<file path="src/shared/gpio_func_defines.svh">
// register offsets, field positions, reset values, codes and timing counts
`ifndef GPIO_FUNC_DEFINES_SVH
`define GPIO_FUNC_DEFINES_SVH

// register offsets on the internal register port
`define STATUS_ADDR 8'h23
`define CONFIG_ADDR 8'h24

// reset values
`define STATUS_RESET 16'h0000
`define CONFIG_RESET 16'h0000

// status register fields
`define ST_PROTECT_BIT 8
`define ST_WIN_CH0_BIT 7
`define ST_WIN_CH1_BIT 4
`define ST_CMP_CH0_BIT 3
`define ST_CMP_CH1_BIT 0

// config register fields
`define CFG_FILTER_BIT 15
`define CFG_OUT_EN_BIT 13
`define CFG_OUT_SEL_HI 12
`define CFG_OUT_SEL_LO 9
`define CFG_MASK_HI 8
`define CFG_MASK_LO 5
`define CFG_FUNC_HI 4
`define CFG_FUNC_LO 1
`define CFG_IN_EN_BIT 0
`define CFG_WMASK 16'hBFFF

// channel mask bit per channel
`define MASK_CH1_BIT 0
`define MASK_CH0_BIT 3

// output select codes
`define OSEL_NV_BUSY 4'h1
`define OSEL_CH1_BUSY 4'h4
`define OSEL_CH0_BUSY 4'h7
`define OSEL_WIN_CH1 4'h8
`define OSEL_WIN_CH0 4'hB

// input function codes
`define IFN_FAULT_DUMP 4'h2
`define IFN_CURRENT_PD 4'h3
`define IFN_VOLTAGE_PD 4'h4
`define IFN_PROTECT 4'h5
`define IFN_CLEAR 4'h7
`define IFN_LOAD 4'h8
`define IFN_WAVE 4'h9
`define IFN_MARGIN 4'hA
`define IFN_RESET 4'hB
`define IFN_NV_PROTECT 4'hC
`define IFN_MAP_LOCK 4'hD

// glitch filter settle time, rounded up to whole cycles
`define CLK_PERIOD_NS 10
`define GLITCH_NS 100
`define GLITCH_CYCLES ((`GLITCH_NS + `CLK_PERIOD_NS - 1) / `CLK_PERIOD_NS)

`endif

</file>
<file path="src/shared/gpio_func_pkg.sv">
// types shared by the pin function block
package gpio_func_pkg;
  typedef logic [3:0] func_code_t;
  typedef logic [15:0] reg_word_t;
  typedef enum logic [1:0] {filt_idle, filt_settle} filt_state_t;
endpackage

</file>
<file path="src/pin_sync2.sv">
// two-flop synchroniser for asynchronous levels
`timescale 1ns/10ps
module pin_sync2 #(
  parameter int WIDTH = 1,
  parameter logic [WIDTH-1:0] INIT = '0
) (
  input wire logic clk_sys,
  input wire logic reset_n,
  input wire logic [WIDTH-1:0] async_in,
  output logic [WIDTH-1:0] sync_out
);
  // first stage, read by the second stage only
  logic [WIDTH-1:0] meta;

  // both stages load a constant under reset
  always_ff @(posedge clk_sys) begin
    if (!reset_n) begin
      meta <= INIT;
      sync_out <= INIT;
    end else begin
      meta <= async_in;
      sync_out <= meta;
    end
  end
endmodule

</file>
<file path="src/pin_glitch_filter.sv">
// stability filter: a new level passes only after it holds for a set time
`timescale 1ns/10ps
`include "gpio_func_defines.svh"
module pin_glitch_filter
  import gpio_func_pkg::*;
(
  input wire logic clk_sys,
  input wire logic reset_n,
  input wire logic level_in,
  output logic level_out
);
  localparam int SETTLE = `GLITCH_CYCLES;
  // settle counter
  logic [7:0] count;
  filt_state_t state;

  // a pulse shorter than the settle time never reaches the output
  always_ff @(posedge clk_sys) begin
    if (!reset_n) begin
      state <= filt_idle;
      count <= 8'h00;
      level_out <= 1'b1;
    end else begin
      case (state)
        filt_idle: begin
          count <= 8'h00;
          if (level_in != level_out) begin
            state <= filt_settle;
          end
        end
        filt_settle: begin
          if (level_in == level_out) begin
            state <= filt_idle;
          end else if (count == 8'(SETTLE - 1)) begin
            level_out <= level_in;
            state <= filt_idle;
          end else begin
            count <= count + 8'h01;
          end
        end
        default: begin
          state <= filt_idle;
        end
      endcase
    end
  end
endmodule

</file>
<file path="src/gpio_function_and_comparator_and_shutdown_status.sv">
// multifunction pin and comparator/safe-shutdown status registers
// Operation
// - shutdown flag bit 8, cleared on read
// - window results bits 7,4, latch selectable
// - synchronised comparator results in bits 3,0
// - bit 15 inserts glitch filter on input
// - drive pin only while bit 13 set
// - bits 12-9 pick status bit driven out
// - bits 8-5 channel mask, bit0 ch1, bit3 ch0
// - global codes whole device, others masked channels
// - code 0010 falling edge starts fault dump
// - code 0011 current output down/up by edge
// - code 0100 voltage output down/up by edge
// - code 0101 falling edge starts safe shutdown
// - code 0111 clear held while pin low
// - code 1000 falling edge loads masked channels
// - code 1001 waveform stop fall, start rise
// - code 1010 margin low fall, high rise
// - code 1011 reset from fall to rise
// - code 1100 nonvolatile write allowed after fall
// - code 1101 register lock after rising edge
// - input functions act only while bit 0 set
// - compare hold clear wipes held window results
`timescale 1ns/10ps
`include "gpio_func_defines.svh"
module gpio_function_and_comparator_and_shutdown_status
  import gpio_func_pkg::*;
(
  input wire logic clk_sys,
  input wire logic reset_n,
  // internal register port
  input wire logic [7:0] reg_addr,
  input wire logic reg_wr,
  input wire logic [15:0] reg_wdata,
  input wire logic reg_rd,
  output reg_word_t reg_rdata,
  // general-purpose pin
  input wire logic gpio_in,
  output logic gpio_out,
  output logic gpio_oe,
  // comparator sources, asynchronous, index 0 is channel 0
  input wire logic [1:0] compare_raw,
  input wire logic [1:0] window_raw,
  input wire logic window_latch_enable,
  input wire logic [1:0] compare_hold_clear,
  // device status from the rest of the chip
  input wire logic protect_active,
  input wire logic nonvolatile_busy,
  input wire logic [1:0] channel_busy,
  input wire logic unlock_write,
  // actions, index 0 is channel 0
  output logic fault_dump_start,
  output logic protect_start,
  output logic clear_function_n,
  output logic [1:0] current_output_down,
  output logic [1:0] current_output_up,
  output logic [1:0] voltage_output_down,
  output logic [1:0] voltage_output_up,
  output logic [1:0] load_update,
  output logic [1:0] wave_stop,
  output logic [1:0] wave_start,
  output logic [1:0] margin_low,
  output logic [1:0] margin_high,
  output logic device_reset_req,
  output logic nonvolatile_write_allow,
  output logic register_lock
);

  // configuration register
  reg_word_t config_q;
  // sticky shutdown flag
  logic protect_flag;
  // window results as reported
  logic [1:0] window_compare_result;
  // synchronised comparator inputs
  logic [1:0] synced_compare_result;
  logic [1:0] window_sync;
  // pin path
  logic pin_sync;
  logic pin_filtered;
  logic pin_level;
  logic pin_prev;

  // config fields
  wire input_filter_enable = config_q[`CFG_FILTER_BIT];
  wire pin_output_enable = config_q[`CFG_OUT_EN_BIT];
  wire [3:0] pin_output_select = config_q[`CFG_OUT_SEL_HI:`CFG_OUT_SEL_LO];
  wire [3:0] pin_input_channel_mask = config_q[`CFG_MASK_HI:`CFG_MASK_LO];
  wire [3:0] pin_input_function = config_q[`CFG_FUNC_HI:`CFG_FUNC_LO];
  wire pin_input_enable = config_q[`CFG_IN_EN_BIT];

  // register decode
  wire sel_status = (reg_addr == `STATUS_ADDR);
  wire sel_config = (reg_addr == `CONFIG_ADDR);
  wire status_read = reg_rd && sel_status;
  // lock blocks config updates; unlock writes arrive on their own strobe
  wire config_write = reg_wr && sel_config && !register_lock;

  // comparator and window synchronisers
  pin_sync2 #(
    .WIDTH(2),
    .INIT(2'h0)
  ) u_cmp_sync (
    .clk_sys(clk_sys),
    .reset_n(reset_n),
    .async_in(compare_raw),
    .sync_out(synced_compare_result)
  );

  pin_sync2 #(
    .WIDTH(2),
    .INIT(2'h0)
  ) u_win_sync (
    .clk_sys(clk_sys),
    .reset_n(reset_n),
    .async_in(window_raw),
    .sync_out(window_sync)
  );

  // pin synchroniser, idle level high
  pin_sync2 #(
    .WIDTH(1),
    .INIT(1'b1)
  ) u_pin_sync (
    .clk_sys(clk_sys),
    .reset_n(reset_n),
    .async_in(gpio_in),
    .sync_out(pin_sync)
  );

  // filter runs on the synchronised level, never on the raw pin
  pin_glitch_filter u_filter (
    .clk_sys(clk_sys),
    .reset_n(reset_n),
    .level_in(pin_sync),
    .level_out(pin_filtered)
  );

  // filter bypass trades robustness for fewer cycles of delay
  assign pin_level = input_filter_enable ? pin_filtered : pin_sync;

  // one-cycle edge marks and a low level, gated by input enable
  wire pin_fall = pin_input_enable && pin_prev && !pin_level;
  wire pin_rise = pin_input_enable && !pin_prev && pin_level;
  wire pin_low = pin_input_enable && !pin_level;

  // function decode
  wire fn_fault = (pin_input_function == `IFN_FAULT_DUMP);
  wire fn_cur = (pin_input_function == `IFN_CURRENT_PD);
  wire fn_volt = (pin_input_function == `IFN_VOLTAGE_PD);
  wire fn_prot = (pin_input_function == `IFN_PROTECT);
  wire fn_clear = (pin_input_function == `IFN_CLEAR);
  wire fn_load = (pin_input_function == `IFN_LOAD);
  wire fn_wave = (pin_input_function == `IFN_WAVE);
  wire fn_margin = (pin_input_function == `IFN_MARGIN);
  wire fn_reset = (pin_input_function == `IFN_RESET);
  wire fn_nvp = (pin_input_function == `IFN_NV_PROTECT);
  wire fn_lock = (pin_input_function == `IFN_MAP_LOCK);

  // channel enables from the mask; note the reversed bit order
  wire [1:0] chan_en = {pin_input_channel_mask[`MASK_CH1_BIT],
                        pin_input_channel_mask[`MASK_CH0_BIT]};

  // pin output selection, unused codes drive low
  logic next_gpio_out;
  always_comb begin
    case (pin_output_select)
      `OSEL_NV_BUSY: next_gpio_out = nonvolatile_busy;
      `OSEL_CH1_BUSY: next_gpio_out = channel_busy[1];
      `OSEL_CH0_BUSY: next_gpio_out = channel_busy[0];
      `OSEL_WIN_CH1: next_gpio_out = window_compare_result[1];
      `OSEL_WIN_CH0: next_gpio_out = window_compare_result[0];
      default: next_gpio_out = 1'b0;
    endcase
  end

  // status word as read back
  wire [15:0] status_word = {7'h00, protect_flag,
                             window_compare_result[0], 2'h0,
                             window_compare_result[1],
                             synced_compare_result[0], 2'h0,
                             synced_compare_result[1]};

  // read data mux, unmapped offsets read zero
  wire [15:0] next_rdata = sel_status ? status_word :
                           sel_config ? config_q : 16'h0000;

  // config register; bit 14 is a don't-care held at zero
  always_ff @(posedge clk_sys) begin
    if (!reset_n) begin
      config_q <= `CONFIG_RESET;
    end else if (config_write) begin
      config_q <= reg_wdata & `CFG_WMASK;
    end
  end

  // read data register, loads only on a read strobe
  always_ff @(posedge clk_sys) begin
    if (!reset_n) begin
      reg_rdata <= `STATUS_RESET;
    end else if (reg_rd) begin
      reg_rdata <= next_rdata;
    end
  end

  // shutdown flag: a new set in the read cycle survives the clear
  always_ff @(posedge clk_sys) begin
    if (!reset_n) begin
      protect_flag <= 1'b0;
    end else if (protect_active) begin
      protect_flag <= 1'b1;
    end else if (status_read) begin
      protect_flag <= 1'b0;
    end
  end

  // window hold per channel; a high result beats a clear
  genvar ch;
  generate
    for (ch = 0; ch < 2; ch++) begin : g_win
      always_ff @(posedge clk_sys) begin
        if (!reset_n) begin
          window_compare_result[ch] <= 1'b0;
        end else if (!window_latch_enable) begin
          // transparent mode simply follows the comparator
          window_compare_result[ch] <= window_sync[ch];
        end else if (window_sync[ch]) begin
          window_compare_result[ch] <= 1'b1;
        end else if (compare_hold_clear[ch]) begin
          window_compare_result[ch] <= 1'b0;
        end
      end
    end
  endgenerate

  // pin edge history
  always_ff @(posedge clk_sys) begin
    if (!reset_n) begin
      pin_prev <= 1'b1;
    end else begin
      pin_prev <= pin_level;
    end
  end

  // pin output stage, driven only in output mode
  always_ff @(posedge clk_sys) begin
    if (!reset_n) begin
      gpio_out <= 1'b0;
      gpio_oe <= 1'b0;
    end else begin
      gpio_out <= next_gpio_out;
      gpio_oe <= pin_output_enable;
    end
  end

  // global actions; high level alone triggers nothing
  always_ff @(posedge clk_sys) begin
    if (!reset_n) begin
      fault_dump_start <= 1'b0;
      protect_start <= 1'b0;
      clear_function_n <= 1'b1;
    end else begin
      fault_dump_start <= fn_fault && pin_fall;
      protect_start <= fn_prot && pin_fall;
      clear_function_n <= !(fn_clear && pin_low);
    end
  end

  // reset request held from falling to rising edge
  always_ff @(posedge clk_sys) begin
    if (!reset_n) begin
      device_reset_req <= 1'b0;
    end else if (!fn_reset) begin
      device_reset_req <= 1'b0;
    end else if (pin_fall) begin
      device_reset_req <= 1'b1;
    end else if (pin_rise) begin
      device_reset_req <= 1'b0;
    end
  end

  // nonvolatile write protection, open after a fall
  always_ff @(posedge clk_sys) begin
    if (!reset_n) begin
      nonvolatile_write_allow <= 1'b0;
    end else if (fn_nvp && pin_fall) begin
      nonvolatile_write_allow <= 1'b1;
    end else if (fn_nvp && pin_rise) begin
      nonvolatile_write_allow <= 1'b0;
    end
  end

  // register lock; an unlock write also opens the map
  always_ff @(posedge clk_sys) begin
    if (!reset_n) begin
      register_lock <= 1'b0;
    end else if (fn_lock && pin_rise) begin
      register_lock <= 1'b1;
    end else if ((fn_lock && pin_fall) || unlock_write) begin
      register_lock <= 1'b0;
    end
  end

  // per-channel edge actions, masked by channel enables
  generate
    for (ch = 0; ch < 2; ch++) begin : g_act
      wire go_fall = chan_en[ch] && pin_fall;
      wire go_rise = chan_en[ch] && pin_rise;
      always_ff @(posedge clk_sys) begin
        if (!reset_n) begin
          current_output_down[ch] <= 1'b0;
          current_output_up[ch] <= 1'b0;
          voltage_output_down[ch] <= 1'b0;
          voltage_output_up[ch] <= 1'b0;
          load_update[ch] <= 1'b0;
          wave_stop[ch] <= 1'b0;
          wave_start[ch] <= 1'b0;
          margin_low[ch] <= 1'b0;
          margin_high[ch] <= 1'b0;
        end else begin
          current_output_down[ch] <= fn_cur && go_fall;
          current_output_up[ch] <= fn_cur && go_rise;
          voltage_output_down[ch] <= fn_volt && go_fall;
          voltage_output_up[ch] <= fn_volt && go_rise;
          load_update[ch] <= fn_load && go_fall;
          wave_stop[ch] <= fn_wave && go_fall;
          wave_start[ch] <= fn_wave && go_rise;
          margin_low[ch] <= fn_margin && go_fall;
          margin_high[ch] <= fn_margin && go_rise;
        end
      end
    end
  endgenerate

endmodule

</file>
<file path="config.mk">
export PLATFORM = sky130hd
export DESIGN_NAME = gpio_function_and_comparator_and_shutdown_status
export DESIGN_NICKNAME = d
export VERILOG_FILES = /design/src/shared/gpio_func_pkg.sv /design/src/pin_sync2.sv /design/src/pin_glitch_filter.sv /design/src/gpio_function_and_comparator_and_shutdown_status.sv
export VERILOG_INCLUDE_DIRS = /design/src /design/src/shared
export SDC_FILE = /design/constraint.sdc
export NUM_CORES = 1
export LEC_CHECK = 0
export CAP_MARGIN = 5
export CORE_ASPECT_RATIO = 1.5
export CORE_UTILIZATION = 47
export CTS_CLUSTER_DIAMETER = 150
export DETAILED_ROUTE_END_ITERATION = 7
export DONT_BUFFER_PORTS = 1
export PLACE_DENSITY_LB_ADDON = 0.08
export SYNTH_ARGS = -nofsm -noshare
export SYNTH_HDL_FRONTEND = slang
export SYNTH_HIERARCHICAL = 1
export SYNTH_SLANG_ARGS = --single-unit
</file>
<file path="constraint.sdc">
create_clock -name clk_sys -period 1.8 [get_ports clk_sys]
set_input_delay 0 -clock clk_sys [delete_from_list [all_inputs] [get_ports clk_sys]]
set_output_delay 0 -clock clk_sys [all_outputs]
set_load 0.005 [all_outputs]
</file>
==> results of run 1 <==
==> cells by family (layout without fill, tap and decap cells) <==
kind of cell             Yosys count  count (layout)  synth area share (%)
adder cells (fa/ha/maj)            2               2                0.8028
AO/OA/AOI/OAI                     67              67                 15.70
XOR/XNOR                           1               1                0.2811
other                              1               1                0.1203
buffers and inverters             31              63                 4.656
multiplexers                       5               5                 1.646
AND/OR/NAND/NOR                  127             127                 25.41
flip-flops                        80              80                 51.39
==> path summary, 6_finish.rpt <==
check,from,end,slack (ns)
setup / recovery,reg_rd,protect_flag,0.24
hold / removal,reset_n,load_update[0],0.03
setup reg to reg,register_lock,config_q[13],0.31
hold reg to reg,u_pin_sync/meta,u_pin_sync/sync_out,0.43
==> cell usage after synthesis (3+ instances only) <==
cell type / number
nand3b_1: 5
nor3_1: 3
or4_1: 4
nand2_1: 15
a21oi_1: 21
mux2i_1: 4
and2_1: 15
nand3_1: 8
a22o_1: 8
dfxtp_1: 80
nor2_1: 22
inv_1: 11
nand4_1: 20
o41ai_1: 15
nand2b_1: 5
a221o_1: 5
nor3b_1: 4
nor4bb_1: 4
clkbuf_1: 11
a211oi_1: 3
buf_2: 4
nor2b_1: 3
o31ai_1: 5
a31oi_1: 4
==> power by group through the flow <==
stage / Combinational [W] / Clock (W) / Sequential, W
floorplan: 0.0000797 / 0 / 0.00183
global placement: 0.0000953 / 0 / 0.00183
detailed placement: 0.0000954 / 0 / 0.00183
CTS: 0.000154 / 0.00125 / 0.00179
global route: 0.000170 / 0.00131 / 0.00179
finish: 0.000157 / 0.00120 / 0.00179
==> routing by layer <==
metal	share of wire (%)	GRT usage (%)
met1	40	26.65
met2	53	38.46
met3	4.8	6.306
met4	2.3	11.54
met5	0	0
==> sequential cells by signal, indices dropped and copies added, names as in the netlist, 2 cells and up <==
register	flops
load_update	2
wave_stop	2
u_win_sync/sync_out	2
u_win_sync/meta	2
voltage_output_up	2
margin_low	2
current_output_up	2
status_word	2
margin_high	2
u_cmp_sync/sync_out	2
voltage_output_down	2
current_output_down	2
reg_rdata	15
u_cmp_sync/meta	2
wave_start	2
config_q	15
u_filter/count	8
==> placed cells by master, fill, tap and decap left out, types with 5 or more instances in the layout <==
cell type      synthesis  layout
o41ai_1               15      15
dlygate4sd3_1          0      28
nand2b_1               5       5
dfxtp_1               80      80
nand4_1               20      20
a221o_1                5       5
a22o_1                 8       8
inv_1                 11      11
a21oi_1               21      21
nor2_1                22      22
o31ai_1                5       5
nand2_1               15      15
buf_4                  2       8
and2_1                15      15
nand3_1                8       8
clkbuf_8               0      10
nand3b_1               5       5
==> worst reg2reg max path: stages (launching register included) <==
cell and delay (ns):
dfxtp_1 0.34, nand2b_1 0.41, nor4_1 0.45, mux2i_1 0.22
==> layout make-up <==
class	instances	area, sq um
clock buffer	10	137.6
clock inverter	6	43.79
fill	586	2811
inverter	11	41.29
multi-input combinational	203	1370
sequential	80	1602
tap	76	95.09
timing repair buffer	36	340.3
==> stage by stage <==
stage / std cells / power [W] / instance area (sq um) / worst slack [ns] / hold slack [ns]
final: 422 / 0.003152 / 3630 / 0.2380 / 0.03119
after global routing: 422 / 0.003275 / 3630 / 0.1285 / 0.03680
after CTS: 422 / 0.003198 / 3630 / 0.2484 / 0.01141
after detailed placement: 378 / 0.001928 / 3168 / 0.3171 / 0.06886
after global placement: 378 / 0.001928 / 3168 / 0.3223 / 0.06682
after floorplan: 314 / 0.001910 / 3117 / 0.4920 / 0.07304
==> impl_metrics.toml, run 1 <==
[sta]
rsz0062_at_grt = "no"
relSlewSlack_pct = 46.69
hold_viol = 0
max_slew.worst_pin.slew_ns = 0.7970
setup_violations = 0
min_period_ns = 1.562
clock.fmax_ghz = 0.6402
setup-tns-final_ns = 0
finalClockSkew_ns = 0.01122
fin_crit_sh_pct = 86.78
drv_slew = 0

[floorplanning]
die_h_um = 101.7
initial_utilization_pct = 48.39
io-pin-count = 83
die_area_sq_mm = 0.006968
die_width_um = 68.49
rows = 36
core_sq_mm = 0.006441

[power]
p_switching_w = 0.0007532
power.share.clock_pct = 38.2
combPwrFrac_pct = 5.0
p_leak_nw = 1.250
internal_power_w = 0.002399
power_density_mw_per_mm2 = 868.3
pwr-share-seq_pct = 56.8
p_sw_share_pct = 23.90
vdd_drop_max_mv = 0.5380

[synthesis]
synth_top_area_share_pct = 51.38
yosysWarnings = 6
syn_nets = 357
yosys-top-cells-area = "dfxtp_1, o41ai_1, nand4_1, a21oi_1, and2_1"
synth_enable_flop_cells = 0
async_reset_ff_share_pct = 0
syn_avg_cell_area_sq_um = 9.926
seq_area_frac_synth_pct = 51.38
netlist_instances = 314
syn_area_sq_mm = 0.003117
synthFlopType = "dfxtp_1"
synth.distinct_cells = 51
ys_seq_elements = 80
yosys.area.top_type = "dfxtp_1"

[global_route]
antenna_found_initial = 0
grt_pass1_wl_mm = 11.75
grt.total_usage_pct = 23.19
grt_max_degree = 25
overflow = 0
grt_pass1_vias = 2337

[cts]
cts_tree = "done"
ctsResizeCount = 0
htreeDepth = 3
cts_root_buffer = "clkbuf_8"
post_cts_buffers = 0
clk_pin_slew_ns = 0.08
holdBufCountCts = 28
cts.sinks = 80
numCtsBuffers = 9
clock_path_buffers = 2
clk_latency_ns = 0.35

[setup_path]
cpPeakStageDelay_ns = 0.59
arrival_ns = 1.80
cp.required_ns = 2.04
crit_path_frequent_cell = "dlygate4sd3_1"
cp_cell_sequence = "dlygate4sd3_1 > inv_1 > o41ai_1 > a21oi_1 > dlygate4sd3_1"
crit_cells = 5
worst-setup-path-type = "input port to flop"
crit_path_end_kind = "flop"
path_max_fanout = 4
path_buf_inv = 3
crit_family = "buffers and inverters"
worstSetupStartpointType = "input port"
cpMaxStageDelayCell = "dlygate4sd3_1"
worstRegToRegCells = 3

[detailed_routing]
ant_nets = 0
post_drt_wl_per_cell_um = 17.83
drt-initial-drc-count = 154
drc = 0
firstDrtPassIters = 4
totalWireLength_mm = 7.525
vias_per_cell = 6.017
vias = 2539

[run]
drv_cap = 0

[run_status]
status = "complete, no violations"

[placement]
gp_congestion = 0.7969
io_buffers = 0
dp_hpwl_mm = 5.001

[worst_hold_path]
hp-class = "input port to flop"
min_path_cells = 3

[cells_and_area]
diodes = 0
syn_to_final_growth_pct = 16.46
nets = 384
drive_gt1_share_pct = 8.671
final_util_pct = 56.35
(Power assumes the default switching activity.)
==> run 2, diff against run 1 <==
--- a/config.mk
+++ b/config.mk
@@ -6,6 +6,7 @@
 export SDC_FILE = /design/constraint.sdc
 export NUM_CORES = 1
 export LEC_CHECK = 0
+export ABC_AREA = 1
 export CAP_MARGIN = 5
 export CORE_ASPECT_RATIO = 1.5
 export CORE_UTILIZATION = 47
==> impl_metrics.toml, run 2 <==
[run_status]
status = "complete, no violations"

[placement]
placedCellCount = 485
gp_congestion = 0.8595
dp_hpwl_mm = 4.896
io_buffers = 0
pre_cts_slack_ns = 0.4350
dpl_cell_area_sq_mm = 0.003191

[global_route]
grt.met2_usage_pct = 37.79
grt_pass1_vias = 2549
grt.total_usage_pct = 20.86
grtUsageMet1_pct = 23.17
grt_pass1_wl_mm = 11.65
overflow = 0
met3_usage_pct = 5.963
grt_max_degree = 36
grt_most_used_layer = "met2"
antenna_found_initial = 0

[cts]
clk_pin_slew_ns = 0.08
cts_root_buffer = "clkbuf_8"
clk_latency_ns = 0.34
clock_path_buffers = 2
htreeDepth = 3
cts_tree = "done"
cts.sinks = 80
numCtsBuffers = 9

[sta]
rsz0062_at_grt = "no"
layout_setup_ws_ns = 0.3079
min_period_ns = 1.492
finalClockSkew_ns = 0.007946
clock.fmax_ghz = 0.6702
hold_viol = 0
setup_violations = 0
relSlewSlack_pct = 47.50
fin_crit_sh_pct = 82.89
drv_slew = 0
setup-tns-final_ns = 0
max_slew.worst_pin.slew_ns = 0.7849
whs_ns = 0.03605

[setup_path]
worstSetupStartpointType = "input port"
cp_cell_sequence = "dlygate4sd3_1 > nand2_1 > dlygate4sd3_1"
crit_path_frequent_cell = "dlygate4sd3_1"
ff2ff_setup_slack_ns = 0.36
r2r_end = "gpio_out"
r2r_start = "config_q[9]"
crit_start = "reset_n"
worst-setup-path-type = "input port to flop"
cp.required_ns = 2.03
arrival_ns = 1.73
cpMaxStageDelayCell = "dlygate4sd3_1"
path_max_fanout = 20
cpPeakStageDelay_ns = 1.05
crit_end = "u_pin_sync/meta"
crit_path_end_kind = "flop"
worstRegToRegCells = 6

[cells_and_area]
stdcell_count = 531
diodes = 0
syn_to_final_growth_pct = 14.99
n_fill_cell = 636
drive_gt1_share_pct = 7.033
nets = 493
fin_area_sq_mm = 0.003666
final_cell_mix = "nand2_1, dfxtp_1, inv_1, nand3_1, nor2_1"
final_common_cell = "nand2_1"
reg.largest.list = "config_q: 15 flops, reg_rdata: 15 flops, u_filter/count: 8 flops"

[floorplanning]
die_width_um = 69.25
rows = 36
core_sq_mm = 0.006531
initial_utilization_pct = 48.81
io-pin-count = 83
die_area_sq_mm = 0.007123
die_h_um = 102.9

[synthesis]
synth_top_area_share_pct = 50.24
synthFlopType = "dfxtp_1"
yosys.area.top_type = "dfxtp_1"
yosys-top-cells-area = "dfxtp_1, nand2_1, nand3_1, a21oi_1, inv_1"
seq_area_frac_synth_pct = 50.24
synthTopCellsByCount = "nand2_1, dfxtp_1, inv_1"
ys_seq_elements = 80
syn_avg_cell_area_sq_um = 7.609
synth_most_common_cell = "nand2_1"
synth.distinct_cells = 32
syn_area_sq_mm = 0.003188
synth_enable_flop_cells = 0
netlist_instances = 419
yosysWarnings = 6
async_reset_ff_share_pct = 0
syn_nets = 462

[detailed_routing]
drt-initial-drc-count = 195
firstDrtPassIters = 4
post_drt_wl_per_cell_um = 13.18
drc = 0
totalWireLength_mm = 7.000
vias = 2685
vias_per_cell = 5.056
ant_nets = 0

[run]
drv_cap = 0

[power]
vdd_drop_max_mv = 0.4443
p_leak_nw = 1.457
power_density_mw_per_mm2 = 843.1

[worst_hold_path]
hp-class = "input port to flop"
timing.hold.worst.start = "reg_addr[2]"
==> run 2: how the worst min path moves through the flow <==
stage	cells after the start	endpoint	slack [ns]
3_5_place_dp	1	u_pin_sync/meta	0.08
2_1_floorplan	1	u_pin_sync/meta	0.07
6_report	6	reg_rdata[3]	0.04
3_3_place_gp	1	u_pin_sync/meta	0.08
4_1_cts	6	reg_rdata[3]	0.03
5_1_grt	6	reg_rdata[7]	0.05
==> run 2: what timing repair did <==
action,in CTS,in global routing
endpoints found under the hold margin,63,0
setup buffers,0,0
hold buffers,30,0
resized for setup,0,0
==> run 2: cell families after synthesis <==
kind of cell / Yosys count / share of synthesized area (%)
other: 1 / 0.1176
buffers and inverters: 63 / 9.497
DFF: 80 / 50.24
AOI/OAI and AO/OA: 44 / 7.104
xor gates and xnor gates: 3 / 0.8243
and+or+nand+nor: 226 / 31.44
adders and majority gates: 2 / 0.7848
==> run 2: per-layer routing <==
layer	vias to the layer above	share of wire [%]
li1	1379	-
met1	1210	42
met2	87	52
met3	9	5.1
met4	0	1.5
met5	-	0
==> run 2: area by class of cell <==
class                   count  area [sq um]  share of cell area [%]
clock buffers              12         145.1                   3.959
clock inverters             4         30.03                  0.8191
inverters                  50         187.7                   5.119
multi-input cells         276          1284                   35.02
flip-flops and latches     80          1602                   43.69
well taps                  76         95.09                   2.594
repair buffers             33         322.8                   8.805
==> run 2: report_power, final <==
group	switching (W)	leakage (nW)	total [W]	internal [W]
Clock	0.000619	0.0866	0.00116	0.000542
Combinational	0.0000768	0.723	0.000139	0.0000622
Sequential	0.00000793	0.647	0.00179	0.00178
==> run 2: metrics by stage <==
| step | util [%] | power (W) |
|---|---|---|
| after floorplan | - | 0.001899 |
| after global placement | 48.85 | 0.001908 |
| after detailed placement | 48.85 | 0.001909 |
| after CTS | 56.13 | 0.003131 |
| after global routing | 56.13 | 0.003234 |
| final | 56.13 | 0.003091 |
==> run 2: worst max-delay path: cells and delay by family <==
kind	cells	cell delay [ns]
AND/OR/NAND/NOR	1	0.09
buffers and inverters	2	1.63
==> run 3, diff against run 2 <==
==> constraint.sdc (replaced) <==
create_clock -name clk_sys -period 1.5 [get_ports clk_sys]
set_input_delay 0 -clock clk_sys [delete_from_list [all_inputs] [get_ports clk_sys]]
set_output_delay 0 -clock clk_sys [all_outputs]
set_load 0.005 [all_outputs]
==> impl_metrics.toml, run 3 (same netlist as run 2, synthesis figures left out) <==
[cts]
htreeDepth = 3
clk_pin_slew_ns = 0.08
cts_tree = "done"
clock_path_buffers = 2
cts.sinks = 80
numCtsBuffers = 9
clk_latency_ns = 0.35
post_cts_buffers = 0
cts_root_buffer = "clkbuf_8"

[worst_hold_path]
hp-class = "input port to flop"

[global_route]
grt_max_degree = 36
grt_pass1_wl_mm = 11.43
grt_most_used_layer = "met2"
grt_pass1_vias = 2525
grtUsageMet1_pct = 21.81
overflow = 0
grt.met2_usage_pct = 37.71
antenna_found_initial = 0
grt.total_usage_pct = 20.79
met3_usage_pct = 4.888

[sta]
drv_slew = 0
fin_crit_sh_pct = 93.33
clock.fmax_ghz = 0.7143
finalClockSkew_ns = 0.009032
setup_violations = 0
relSlewSlack_pct = 47.50
min_period_ns = 1.400
hold_viol = 0
max_slew.worst_pin.slew_ns = 0.7874

[detailed_routing]
drc = 0
vias = 2714
drt-initial-drc-count = 162
vias_per_cell = 5.102
post_drt_wl_per_cell_um = 13.55
ant_nets = 0
totalWireLength_mm = 7.209
firstDrtPassIters = 4

[cells_and_area]
n_fill_cell = 614
reg.largest.list = "config_q: 15 flops, reg_rdata: 15 flops, u_filter/count: 8 flops"
drive_gt1_share_pct = 8.333
final_util_pct = 56.93
final_common_cell = "nand2_1"
multi_input_area_sq_mm = 0.001286
syn_to_final_growth_pct = 16.64
final_cell_mix = "nand2_1, dfxtp_1, inv_1, nand3_1, nor2_1"
stdcell_count = 532
seq_area_sq_mm = 0.001604
nets = 495
diodes = 0

[placement]
io_buffers = 0
dp_hpwl_mm = 4.983
gp_congestion = 0.8702
placedCellCount = 487

[setup_path]
cp.required_ns = 1.78
cpPeakStageDelay_ns = 0.55
cpMaxStageDelayCell = "dlygate4sd3_1"
crit_family = "buffers and inverters"
crit_path_frequent_cell = "nand2_1"
arrival_ns = 1.68
cp_cell_sequence = "nor2_2 > nand2_1 > nand3_1 > dlygate4sd3_1 > nand2_1 > a21oi_1"
crit_path_end_kind = "flop"
worst-setup-path-type = "flop to flop"
path_buf_inv = 1
path_max_fanout = 6
worstSetupStartpointType = "flop"

[floorplanning]
io-pin-count = 83
die_h_um = 102.9
initial_utilization_pct = 48.81
core_sq_mm = 0.006531
die_width_um = 69.25
rows = 36
die_area_sq_mm = 0.007123

[power]
p_leak_nw = 1.500
power_density_mw_per_mm2 = 1061
vdd_drop_max_mv = 0.5217

[run]
drv_cap = 0

[run_status]
status = "complete, no violations"
[run 3: cell types whose count changed in the layout (fill, tap and decap cells not counted), moves of 2 or more]
cell	change
buf_4	+2
clkbuf_1	-2
clkbuf_8	+2
clkinv_4	-2
dfxtp_1	-2
dfxtp_2	+2
[run 3: final cells by class]
type,instances,share of cell area (%)
Multi-Input combinational cell,276,34.59
Sequential cell,80,43.14
Timing Repair Buffer,35,9.152
Clock inverter,3,1.077
Inverter,50,5.047
Tap cell,76,2.557
Clock buffer,12,4.441
[run 3: tightest hold or removal path, stage by stage]
cell and delay, ns:
nand2_2 0.06, nor2_4 0.06, nand3_1 0.07, nand2_1 0.05, nand2_1 0.05, a21oi_1 0.05
[run 3: where the power goes]
group          leakage (nW)  internal (W)  switching (W)
clock network         0.108      0.000890       0.000737
registers             0.648       0.00214     0.00000930
logic                 0.744     0.0000751      0.0000942
total                  1.50       0.00311       0.000840
[run 3: what timing repair did]
item	CTS	global route
hold buffers	30	0
endpoints found under the setup margin	0	41
hold endpoints to repair	63	0
resized for setup	0	4
[run 3: metal layers]
layer / vias to the layer above / part of all wire [%]
met4: 0 / 2.9
met5: - / 0
met2: 76 / 52
met3: 16 / 3.9
met1: 1239 / 41
li1: 1383 / -
[run 3: worst paths after layout]
check / startpoint / depth (start not counted) / to / slack [ns]
worst max-delay path: config_q[9] / 6 / gpio_out / 0.10
worst max register to register: config_q[9] / 6 / gpio_out / 0.10
worst min register to register: u_win_sync/meta[1] / 2 / u_win_sync/sync_out[1] / 0.41
worst min-delay path: reg_addr[2] / 6 / reg_rdata[0] / 0.04
[run 3: stage by stage]
step                hold WS (ns)  total power (W)  instance area, sq um  setup TNS (ns)  setup slack [ns]
global placement         0.08023         0.002290                  3206               0            0.2162
finish                   0.04147         0.003946                  3719               0            0.1001
global route             0.06140         0.004086                  3719        -0.02406          -0.02406
CTS                      0.02769         0.003986                  3711               0           0.02304
floorplan                0.06865         0.002278                  3188               0            0.3157
detailed placement       0.07896         0.002292                  3206               0            0.1931
